<file path="config.mk">
export PLATFORM = sky130hd
export DESIGN_NAME = fmc_command_state
export DESIGN_NICKNAME = d
export VERILOG_FILES = /design/src/common/fmc_pkg.sv /design/src/rtl/fmc_command_state.sv
export SDC_FILE = /design/constraint.sdc
export NUM_CORES = 1
export LEC_CHECK = 0
export CAP_MARGIN = 15
export CELL_PAD_IN_SITES_DETAIL_PLACEMENT = 0
export CELL_PAD_IN_SITES_GLOBAL_PLACEMENT = 1
export CORE_AREA = 2 2 234 236
export CTS_BUF_LIST = sky130_fd_sc_hd__clkbuf_4
export DETAILED_ROUTE_END_ITERATION = 6
export DIE_AREA = 0 0 236 238
export DONT_BUFFER_PORTS = 1
export PLACE_DENSITY_LB_ADDON = 0.1
export SYNTH_ARGS = -nofsm -noshare
export SYNTH_HDL_FRONTEND = slang
export SYNTH_SLANG_ARGS = --single-unit
</file>
<file path="constraint.sdc">
create_clock -name clk_in -period 17.8 [get_ports clk_in]
set_input_delay 5.34 -clock clk_in [delete_from_list [all_inputs] [get_ports clk_in]]
set_output_delay 5.34 -clock clk_in [all_outputs]
set_load 0.005 [all_outputs]
</file>
<file path="src/common/fmc_pkg.sv">
// fmc_pkg: offsets, field positions, limits and state types of the frequency/modulation command block.
// assumes a 50 MHz system clock and a 64-bit plain register port with an 8-bit address.
package fmc_pkg;

    // register port geometry
    localparam int FMC_AW = 8;
    localparam int FMC_DW = 64;
    localparam int FMC_FW = 40;
    localparam int FMC_SRC_BIT = 7;

    // command offsets; bit 7 of the address marks a header with the source node and is ignored
    localparam logic [6:0] FMC_A_IQ_STATE = 7'h00;
    localparam logic [6:0] FMC_A_FM_STATE = 7'h01;
    localparam logic [6:0] FMC_A_FM_MODE = 7'h02;
    localparam logic [6:0] FMC_A_IQ_MODE = 7'h03;
    localparam logic [6:0] FMC_A_PVEC_MODE = 7'h04;
    localparam logic [6:0] FMC_A_CENTER = 7'h05;
    localparam logic [6:0] FMC_A_START = 7'h06;
    localparam logic [6:0] FMC_A_STOP = 7'h07;
    localparam logic [6:0] FMC_A_CW = 7'h08;
    localparam logic [6:0] FMC_A_CW_ARG = 7'h09;
    localparam logic [6:0] FMC_A_STEP = 7'h0A;
    localparam logic [6:0] FMC_A_SEARCH = 7'h0B;
    localparam logic [6:0] FMC_A_ERROR = 7'h0C;
    localparam logic [6:0] FMC_A_STATUS = 7'h0D;

    // symbolic arguments of the coupling_a-frequency command
    localparam logic [2:0] FMC_ARG_MIN = 3'h0;
    localparam logic [2:0] FMC_ARG_MAX = 3'h1;
    localparam logic [2:0] FMC_ARG_MIDPOINT = 3'h2;
    localparam logic [2:0] FMC_ARG_UP = 3'h3;
    localparam logic [2:0] FMC_ARG_DOWN = 3'h4;

    // error register bit positions
    localparam int FMC_ERR_ARG = 0;
    localparam int FMC_ERR_SWEEP = 1;
    localparam int FMC_ERR_UNMAPPED = 2;

    // frequency limits in hertz
    localparam logic signed [63:0] FMC_FREQ_MIN = 64'h0000_0000_7735_9400;
    localparam logic signed [63:0] FMC_FREQ_MAX = 64'h0000_0004_A817_C800;
    localparam logic signed [63:0] FMC_FREQ_MID = 64'h0000_0002_8FA6_AE00;
    localparam logic signed [63:0] FMC_HALF_SPAN = 64'h0000_0002_1871_1A00;
    localparam logic signed [63:0] FMC_STEP_MAX = 64'h0000_0002_540B_E400;

    // mode tokens returned on a coupling query
    localparam logic [63:0] FMC_TOKEN_FIX = 64'h0000_0000_0046_4958;
    localparam logic [63:0] FMC_TOKEN_LIST = 64'h0000_0000_4C49_5354;

    // reset values
    localparam logic [39:0] FMC_RST_CENTER = 40'h02_8FA6_AE00;
    localparam logic [39:0] FMC_RST_START = 40'h00_7735_9400;
    localparam logic [39:0] FMC_RST_STOP = 40'h04_A817_C800;
    localparam logic [39:0] FMC_RST_CW = 40'h02_8FA6_AE00;

    // internal power search time
    localparam int FMC_CLK_PERIOD_NS = 20;
    localparam int FMC_SEARCH_TIME_NS = 10000;
    localparam int FMC_SEARCH_CYCLES = FMC_SEARCH_TIME_NS / FMC_CLK_PERIOD_NS;

    typedef enum logic [0:0] {FMC_IDLE, FMC_SEARCH} fmc_srch_t;

endpackage

</file>
<file path="src/rtl/fmc_command_state.sv">
// fmc_command_state: command-driven modulation and frequency control state.
// assumes a single 50 MHz clock, a synchronous high reset and a same-clock register master.
//
// What this block does
// iq modulation on for 1, off for 0
// iq state query returns 1 or 0
// power search turns iq off, peak drive
// controller disables level loop for low frequencies; the bench controller leaves level loop handling to the host
// controller uses external search for typical level; the bench controller issues only the internal search
// fm coupling coupling_a or list, coupling_a default
// fm coupling query returns a text token
// vector list command couples all to list
// fm input on/off, off default, query 1
// sweep centre defaults to range midpoint
// new centre recomputes sweep start and stop
// start or stop out of range raises error
// controller sends span with new centre; the bench controller sends no span and the block keeps the full span
// centre query returns hertz
// coupling_a output frequency with one-hertz resolution
// min, max and midpoint arguments set frequency
// up and down add or subtract step
// coupling_a frequency query returns hertz
// signed step up to ten gigahertz, default zero
// step query returns hertz
// source node in the header is optional
// out-of-range argument keeps value, raises error
`timescale 1ns/1ns
module fmc_command_state (
    input wire logic clk_in,
    input wire logic rst_in,
    input wire logic [7:0] addr_in,
    input wire logic [63:0] wdata_in,
    input wire logic wr_in,
    input wire logic rd_in,
    input wire logic list_iq_in,
    input wire logic list_fm_in,
    output logic [63:0] rdata_out,
    output logic iq_mod_out,
    output logic iq_peak_out,
    output logic fm_mod_out,
    output logic fm_list_out,
    output logic [5:0] list_couple_out,
    output logic [39:0] cw_freq_out,
    output logic [39:0] sweep_start_out,
    output logic [39:0] sweep_stop_out,
    output logic error_out
);

    typedef struct packed {
        logic iq_en;
        logic fm_en;
        logic fm_list;
        logic iq_list;
        logic [3:0] oth_list;
        logic [39:0] center;
        logic [39:0] start;
        logic [39:0] stop;
        logic [39:0] cw;
        logic [39:0] step;
        logic [2:0] err;
        fmc_pkg::fmc_srch_t st;
        logic [9:0] cnt;
        logic [63:0] rdata;
        logic iq_out;
        logic fm_out;
        logic err_out;
        logic peak;
    } fmc_state_t;

    fmc_state_t q;
    fmc_state_t d;

    // frequency limit check on a signed hertz value
    function automatic logic fmc_in_range(input logic signed [63:0] f);
        fmc_in_range = (f >= fmc_pkg::FMC_FREQ_MIN) && (f <= fmc_pkg::FMC_FREQ_MAX);
    endfunction

    // widen a stored frequency to a signed hertz value
    function automatic logic signed [63:0] fmc_widen(input logic [39:0] f);
        fmc_widen = $signed({24'h00_0000, f});
    endfunction

    // strip the source-node marker so both header forms hit the same command
    function automatic logic [6:0] fmc_decode(input logic [7:0] a);
        fmc_decode = a[6:0];
    endfunction

    logic [6:0] cmd;
    logic signed [63:0] wval;
    logic signed [63:0] new_start;
    logic signed [63:0] new_stop;
    logic signed [63:0] stepped;
    logic signed [63:0] step_ext;
    logic [2:0] err_set;

    // next-state logic: command decode, range checks, search timer and readback
    always_comb
    begin
        d = q;
        cmd = fmc_decode(addr_in);
        wval = $signed(wdata_in);
        err_set = 3'h0;
        new_start = fmc_widen(q.center);
        new_stop = fmc_widen(q.center);
        step_ext = {{24{q.step[39]}}, q.step};
        stepped = fmc_widen(q.cw);
        // search timer runs down on its own; iq stays gated while it runs
        if (q.st == fmc_pkg::FMC_SEARCH)
        begin
            d.cnt = q.cnt - 10'h001;
            if (q.cnt == 10'h000)
            begin
                d.st = fmc_pkg::FMC_IDLE;
            end
        end
        if (wr_in)
        begin
            case (cmd)
                fmc_pkg::FMC_A_IQ_STATE: d.iq_en = wdata_in[0];
                fmc_pkg::FMC_A_FM_STATE: d.fm_en = wdata_in[0];
                fmc_pkg::FMC_A_FM_MODE: d.fm_list = wdata_in[0];
                fmc_pkg::FMC_A_IQ_MODE: d.iq_list = wdata_in[0];
                fmc_pkg::FMC_A_PVEC_MODE:
                begin
                    // one vector command moves every coupling at once
                    d.fm_list = wdata_in[0];
                    d.iq_list = wdata_in[0];
                    d.oth_list = {4{wdata_in[0]}};
                end
                fmc_pkg::FMC_A_CENTER:
                begin
                    if (!fmc_in_range(wval))
                    begin
                        err_set[fmc_pkg::FMC_ERR_ARG] = 1'b1;
                    end
                    else
                    begin
                        // span is held full, so only the midpoint avoids a sweep error
                        new_start = wval - fmc_pkg::FMC_HALF_SPAN;
                        new_stop = wval + fmc_pkg::FMC_HALF_SPAN;
                        d.center = wdata_in[39:0];
                        d.start = new_start[39:0];
                        d.stop = new_stop[39:0];
                        if (!fmc_in_range(new_start) || !fmc_in_range(new_stop))
                        begin
                            err_set[fmc_pkg::FMC_ERR_SWEEP] = 1'b1;
                        end
                    end
                end
                fmc_pkg::FMC_A_CW:
                begin
                    if (fmc_in_range(wval))
                    begin
                        d.cw = wdata_in[39:0];
                    end
                    else
                    begin
                        err_set[fmc_pkg::FMC_ERR_ARG] = 1'b1;
                    end
                end
                fmc_pkg::FMC_A_CW_ARG:
                begin
                    case (wdata_in[2:0])
                        fmc_pkg::FMC_ARG_MIN: stepped = fmc_pkg::FMC_FREQ_MIN;
                        fmc_pkg::FMC_ARG_MAX: stepped = fmc_pkg::FMC_FREQ_MAX;
                        fmc_pkg::FMC_ARG_MIDPOINT: stepped = fmc_pkg::FMC_FREQ_MID;
                        fmc_pkg::FMC_ARG_UP: stepped = fmc_widen(q.cw) + step_ext;
                        fmc_pkg::FMC_ARG_DOWN: stepped = fmc_widen(q.cw) - step_ext;
                        default: stepped = 64'sh0;
                    endcase
                    if (fmc_in_range(stepped))
                    begin
                        d.cw = stepped[39:0];
                    end
                    else
                    begin
                        err_set[fmc_pkg::FMC_ERR_ARG] = 1'b1;
                    end
                end
                fmc_pkg::FMC_A_STEP:
                begin
                    // two-sided compare, no negation, so the most negative word cannot wrap into range
                    if ((wval <= fmc_pkg::FMC_STEP_MAX) && (wval >= -fmc_pkg::FMC_STEP_MAX))
                    begin
                        d.step = wdata_in[39:0];
                    end
                    else
                    begin
                        err_set[fmc_pkg::FMC_ERR_ARG] = 1'b1;
                    end
                end
                fmc_pkg::FMC_A_SEARCH:
                begin
                    // a second request while searching is ignored, not restarted
                    if (q.st == fmc_pkg::FMC_IDLE)
                    begin
                        d.st = fmc_pkg::FMC_SEARCH;
                        d.cnt = 10'(fmc_pkg::FMC_SEARCH_CYCLES - 1);
                    end
                end
                fmc_pkg::FMC_A_ERROR: d.err = q.err & ~wdata_in[2:0];
                default: err_set[fmc_pkg::FMC_ERR_UNMAPPED] = 1'b1;
            endcase
        end
        // a new error in the clearing cycle survives the clear
        d.err = d.err | err_set;
        d.err_out = |d.err;
        // read data stands only in the cycle after the strobe
        d.rdata = 64'h0;
        if (rd_in)
        begin
            case (cmd)
                fmc_pkg::FMC_A_IQ_STATE: d.rdata = {63'h0, q.iq_en};
                fmc_pkg::FMC_A_FM_STATE: d.rdata = {63'h0, q.fm_en};
                fmc_pkg::FMC_A_FM_MODE:
                begin
                    d.rdata = q.fm_list ? fmc_pkg::FMC_TOKEN_LIST : fmc_pkg::FMC_TOKEN_FIX;
                end
                fmc_pkg::FMC_A_IQ_MODE: d.rdata = q.iq_list ? fmc_pkg::FMC_TOKEN_LIST : fmc_pkg::FMC_TOKEN_FIX;
                fmc_pkg::FMC_A_PVEC_MODE: d.rdata = {58'h0, q.oth_list, q.iq_list, q.fm_list};
                fmc_pkg::FMC_A_CENTER: d.rdata = {24'h00_0000, q.center};
                fmc_pkg::FMC_A_START: d.rdata = {24'h00_0000, q.start};
                fmc_pkg::FMC_A_STOP: d.rdata = {24'h00_0000, q.stop};
                fmc_pkg::FMC_A_CW: d.rdata = {24'h00_0000, q.cw};
                fmc_pkg::FMC_A_STEP: d.rdata = {{24{q.step[39]}}, q.step};
                fmc_pkg::FMC_A_ERROR: d.rdata = {61'h0, q.err};
                fmc_pkg::FMC_A_STATUS: d.rdata = {63'h0, q.st == fmc_pkg::FMC_SEARCH};
                default: d.rdata = 64'h0;
            endcase
        end
        // modulation outputs follow the coupling; search overrides iq
        d.iq_out = (d.iq_list ? list_iq_in : d.iq_en) && (d.st == fmc_pkg::FMC_IDLE);
        d.fm_out = d.fm_list ? list_fm_in : d.fm_en;
        d.peak = (d.st == fmc_pkg::FMC_SEARCH);
    end

    // state register with reset defaults
    always_ff @(posedge clk_in)
    begin
        if (rst_in)
        begin
            q <= '0;
            q.center <= fmc_pkg::FMC_RST_CENTER;
            q.start <= fmc_pkg::FMC_RST_START;
            q.stop <= fmc_pkg::FMC_RST_STOP;
            q.cw <= fmc_pkg::FMC_RST_CW;
            q.st <= fmc_pkg::FMC_IDLE;
        end
        else
        begin
            q <= d;
        end
    end

    // outputs straight from the state register
    assign rdata_out = q.rdata;
    assign iq_mod_out = q.iq_out;
    assign iq_peak_out = q.peak;
    assign fm_mod_out = q.fm_out;
    assign fm_list_out = q.fm_list;
    assign list_couple_out = {q.oth_list, q.iq_list, q.fm_list};
    assign cw_freq_out = q.cw;
    assign sweep_start_out = q.start;
    assign sweep_stop_out = q.stop;
    assign error_out = q.err_out;
endmodule

</file>
==> run summary <==
RSZ-0062 raised after global routing: false
DRC viols: 13
cells along the critical path: or3b_2 > o41ai_1 > xor2_1 > ha_1 > nand2_1 > nor4_1 > a32oi_1 > nand2_1 > nor4_1 > a311oi_1 > and4_1 > nand3_1 > or4_4 > nand4_4 > buf_4 > mux2_4
post-CTS resize count: 0
warnings from Yosys: 0
clk sinks: 244
Max-Slew Margin vs Limit: 22.7%
Area growth syn-to-layout: -0.705%
asr flop ratio synth: 0%
status: finished with violations
post-route cell area: 19,600 µm²
CTS hold repair buffers: 0
die area: 56,200 µm²
Post-Syn Instances: 2,647
Worst Setup Slack, final: 7.15 ns
clock root cell: clkbuf_4
initial antenna violation count: 2
setup_tns: 0 ns
CP max FO: 30
syn_area_per_cell: 7.44 µm²
clk buf depth: 3
setup slack, reg-to-reg: 10.00 ns
htree depth: 3
Highest Clock Rate: 93.9 MHz
top_reg_cell synth: dfxtp_1
Placer Congestion: 0.930
worst slew pin tran: 1.15 ns
clk slew on worst S/H paths: 0.06 ns
#FFs+latches synth: 244
pwr/cell area: 64.2 nW/µm²
GRT Overall Usage: 29.5%
later-pin clock latency in the skew report: 0.79 ns
Port Buffers: 0
largest net degree at the start of global routing: 167
Post-CTS Setup Bufs: 0
Pleak: 6.94 nW
initial core utilization: 36.8%
die extent in y: 238 µm
Chip Width: 236 µm
final worst path period share: 59.8%
fin. max-slew vios: 0
Crit path largest cell delay: 0.81 ns
crit path time final: 10.65 ns
Post-Syn Nets: 2,772
CTS tree: yes
final WL: 85,500 µm
synthesized area: 19,700 µm²
Post-DRT Antenna Nets: 0
final hold vios: 0
Routed WL per cell: 27.6 µm
synth unique cells: 93
gr ovfl total: 0
routed via count: 19,500
sequential fraction of the synthesis area: 24.8%
Vias/cell: 6.30
number of max-cap violations: 0
failing checks: design-rule violations
vias in the first global route: 18,600
Initial DRC Count: 1,988
setup violation total in the final timing report: 0
DP Area: 18,500 µm²
post-DP HPWL: 64,900 µm
Clock Skews: 0.0490 ns
Setup Crit Path Kind: input port to register
critical path's slowest cell: nor4_1
FP Rows: 85
Max IR drop VDD: 0.0302 mV
Worst Path Buf+Inv: 1
Ports: 273
Layout Nets: 2,473
startpoint types: input port
EDFF count, synth: 0
Worst path top cell family by delay: simple AND/OR/NAND/NOR gates
arrival time worst endpoint: 11.31 ns
CP required: 18.46 ns
global-route wire length before repair: 126,000 µm
TritonRoute pass-1 iters: 7
Fill cells: 5,732
footprint of the multi-input gates: 12,500 µm²
Register Area: 4880 µm²
Core ar.: 53,500 µm²
Hold WC Path Type: register to register
CTS Buf Count: 73
fin util: 36.6%
DP Worst Slack: 6.50 ns
hold slack: 0.454 ns
layout cell share with drive strength beyond 1: 8.37%
Worst Setup End Kind: register
-- Yosys cell counts, types with 32 or more instances --
| master | number | area (µm²) |
|---|---|---|
| nor2_1 | 250 | 938 |
| a211oi_1 | 40 | 300 |
| nor4_1 | 40 | 250 |
| ha_1 | 46 | 576 |
| dfxtp_1 | 244 | 4880 |
| xor2_1 | 52 | 455 |
| xnor2_1 | 77 | 674 |
| inv_1 | 41 | 154 |
| buf_4 | 190 | 1430 |
| a222oi_1 | 32 | 320 |
| a22oi_1 | 36 | 270 |
| mux2i_1 | 74 | 741 |
| a21oi_1 | 197 | 986 |
| and3_1 | 45 | 282 |
| nand4_1 | 53 | 332 |
| o21ai_0 | 113 | 566 |
| nor3_1 | 76 | 380 |
| o211ai_1 | 45 | 338 |
| nand2_1 | 259 | 972 |
| nand3_1 | 84 | 420 |
| clkbuf_1 | 173 | 649 |
-- path summary, 6_finish.rpt --
path,startpoint,to,depth (start not counted)
worst max-delay path,wdata_in[0],cw_freq_out[22],16
worst min-delay path,q[251],q[251],2
worst max register to register,q[88],cw_freq_out[22],19
worst min register to register,q[251],q[251],2
-- routing by layer --
metal | global-route usage, % | vias up | routed length, µm
li1 | - | 8999 | -
met1 | 38.9 | 9643 | 37100
met2 | 48.1 | 773 | 39700
met3 | 5.83 | 113 | 6160
met4 | 10.0 | 0 | 2520
met5 | 0 | - | 0
-- state kept, by name, summed over array words and instances (netlist names) --
name and cells:
list_couple_out 2, iq_peak_out 1, iq_mod_out 1, sweep_stop_out 30, error_out 1, cw_freq_out 40
fm_mod_out 1, fm_list_out 1, sweep_start_out 31, rdata_out 41, q 95
-- per-stage QoR --
stage,cells,total power [W]
final,3100,0.00126
after global placement,2969,0.000667
after detailed placement,2969,0.000666
after floorplan,2647,0.000659
after global routing,3100,0.00131
after CTS,3098,0.00127
-- logic make-up (layout without fill, tap and decap cells) --
group | after synthesis | count (layout) | share of synthesized area (%)
other | 0 | 2 | 0
adders and majority gates | 47 | 47 | 3.02
and+or+nand+nor | 986 | 986 | 24.8
DFF | 244 | 244 | 24.8
AOI/OAI and AO/OA | 715 | 715 | 24.7
xor gates and xnor gates | 129 | 129 | 5.73
buffers and inverters | 437 | 192 | 12.2
muxes | 89 | 89 | 4.84
-- layout by cell type (no fill, tap or decap), types with 10 or more instances in the layout --
cell type	synthesis	final
o31ai_1	25	25
nand2b_1	28	28
a22oi_1	36	36
nand3_1	84	84
nand4_1	53	53
clkinv_1	1	10
or4_1	15	15
nor2b_1	18	18
ha_1	46	46
and3_1	45	44
and4_1	12	12
a222oi_1	32	32
a211o_1	11	11
o41ai_1	12	12
clkbuf_4	0	111
a21o_1	18	18
xor2_1	52	52
o21ai_0	113	113
a211oi_1	40	40
or3_1	27	27
buf_4	190	21
o21a_1	29	29
nor3_1	76	71
nand4b_1	12	12
xnor2_1	77	77
mux2i_1	74	74
nor2_1	250	248
o21bai_1	10	10
nand2_1	259	259
a21oi_1	197	197
mux2_4	12	12
nor4_1	40	39
inv_1	41	40
a31oi_1	13	13
and2_1	16	16
or2_2	14	13
o211ai_1	45	45
a221oi_1	24	24
dfxtp_1	244	244
-- worst min-delay path, stage by stage, from the launching register on --
cell,delay [ns]
dfxtp_1,0.31
nand2_1,0.05
nand2_1,0.05
-- cell type report --
cell class                      instances  area share (%)
Sequential cell                       244            25.0
Multi-Input combinational cell       1966            63.7
Inverter                               42           0.806
Clock buffer                          111            4.26
Antenna cell                            2          0.0256
Clock inverter                         18           0.946
Tap cell                              696            4.45
Timing Repair Buffer                   21           0.806
-- where the power goes --
| part | leakage, nW | total (W) | switching [W] | internal (W) |
|---|---|---|---|---|
| Sequential | 1.97 | 0.000548 | 0.00000134 | 0.000547 |
| Clock | 0.602 | 0.000599 | 0.000257 | 0.000342 |
| Combinational | 4.38 | 0.000108 | 0.0000681 | 0.0000396 |
| Total | 6.94 | 0.00126 | 0.000327 | 0.000929 |
No activity file was read; power rests on OpenSTA's default activity.
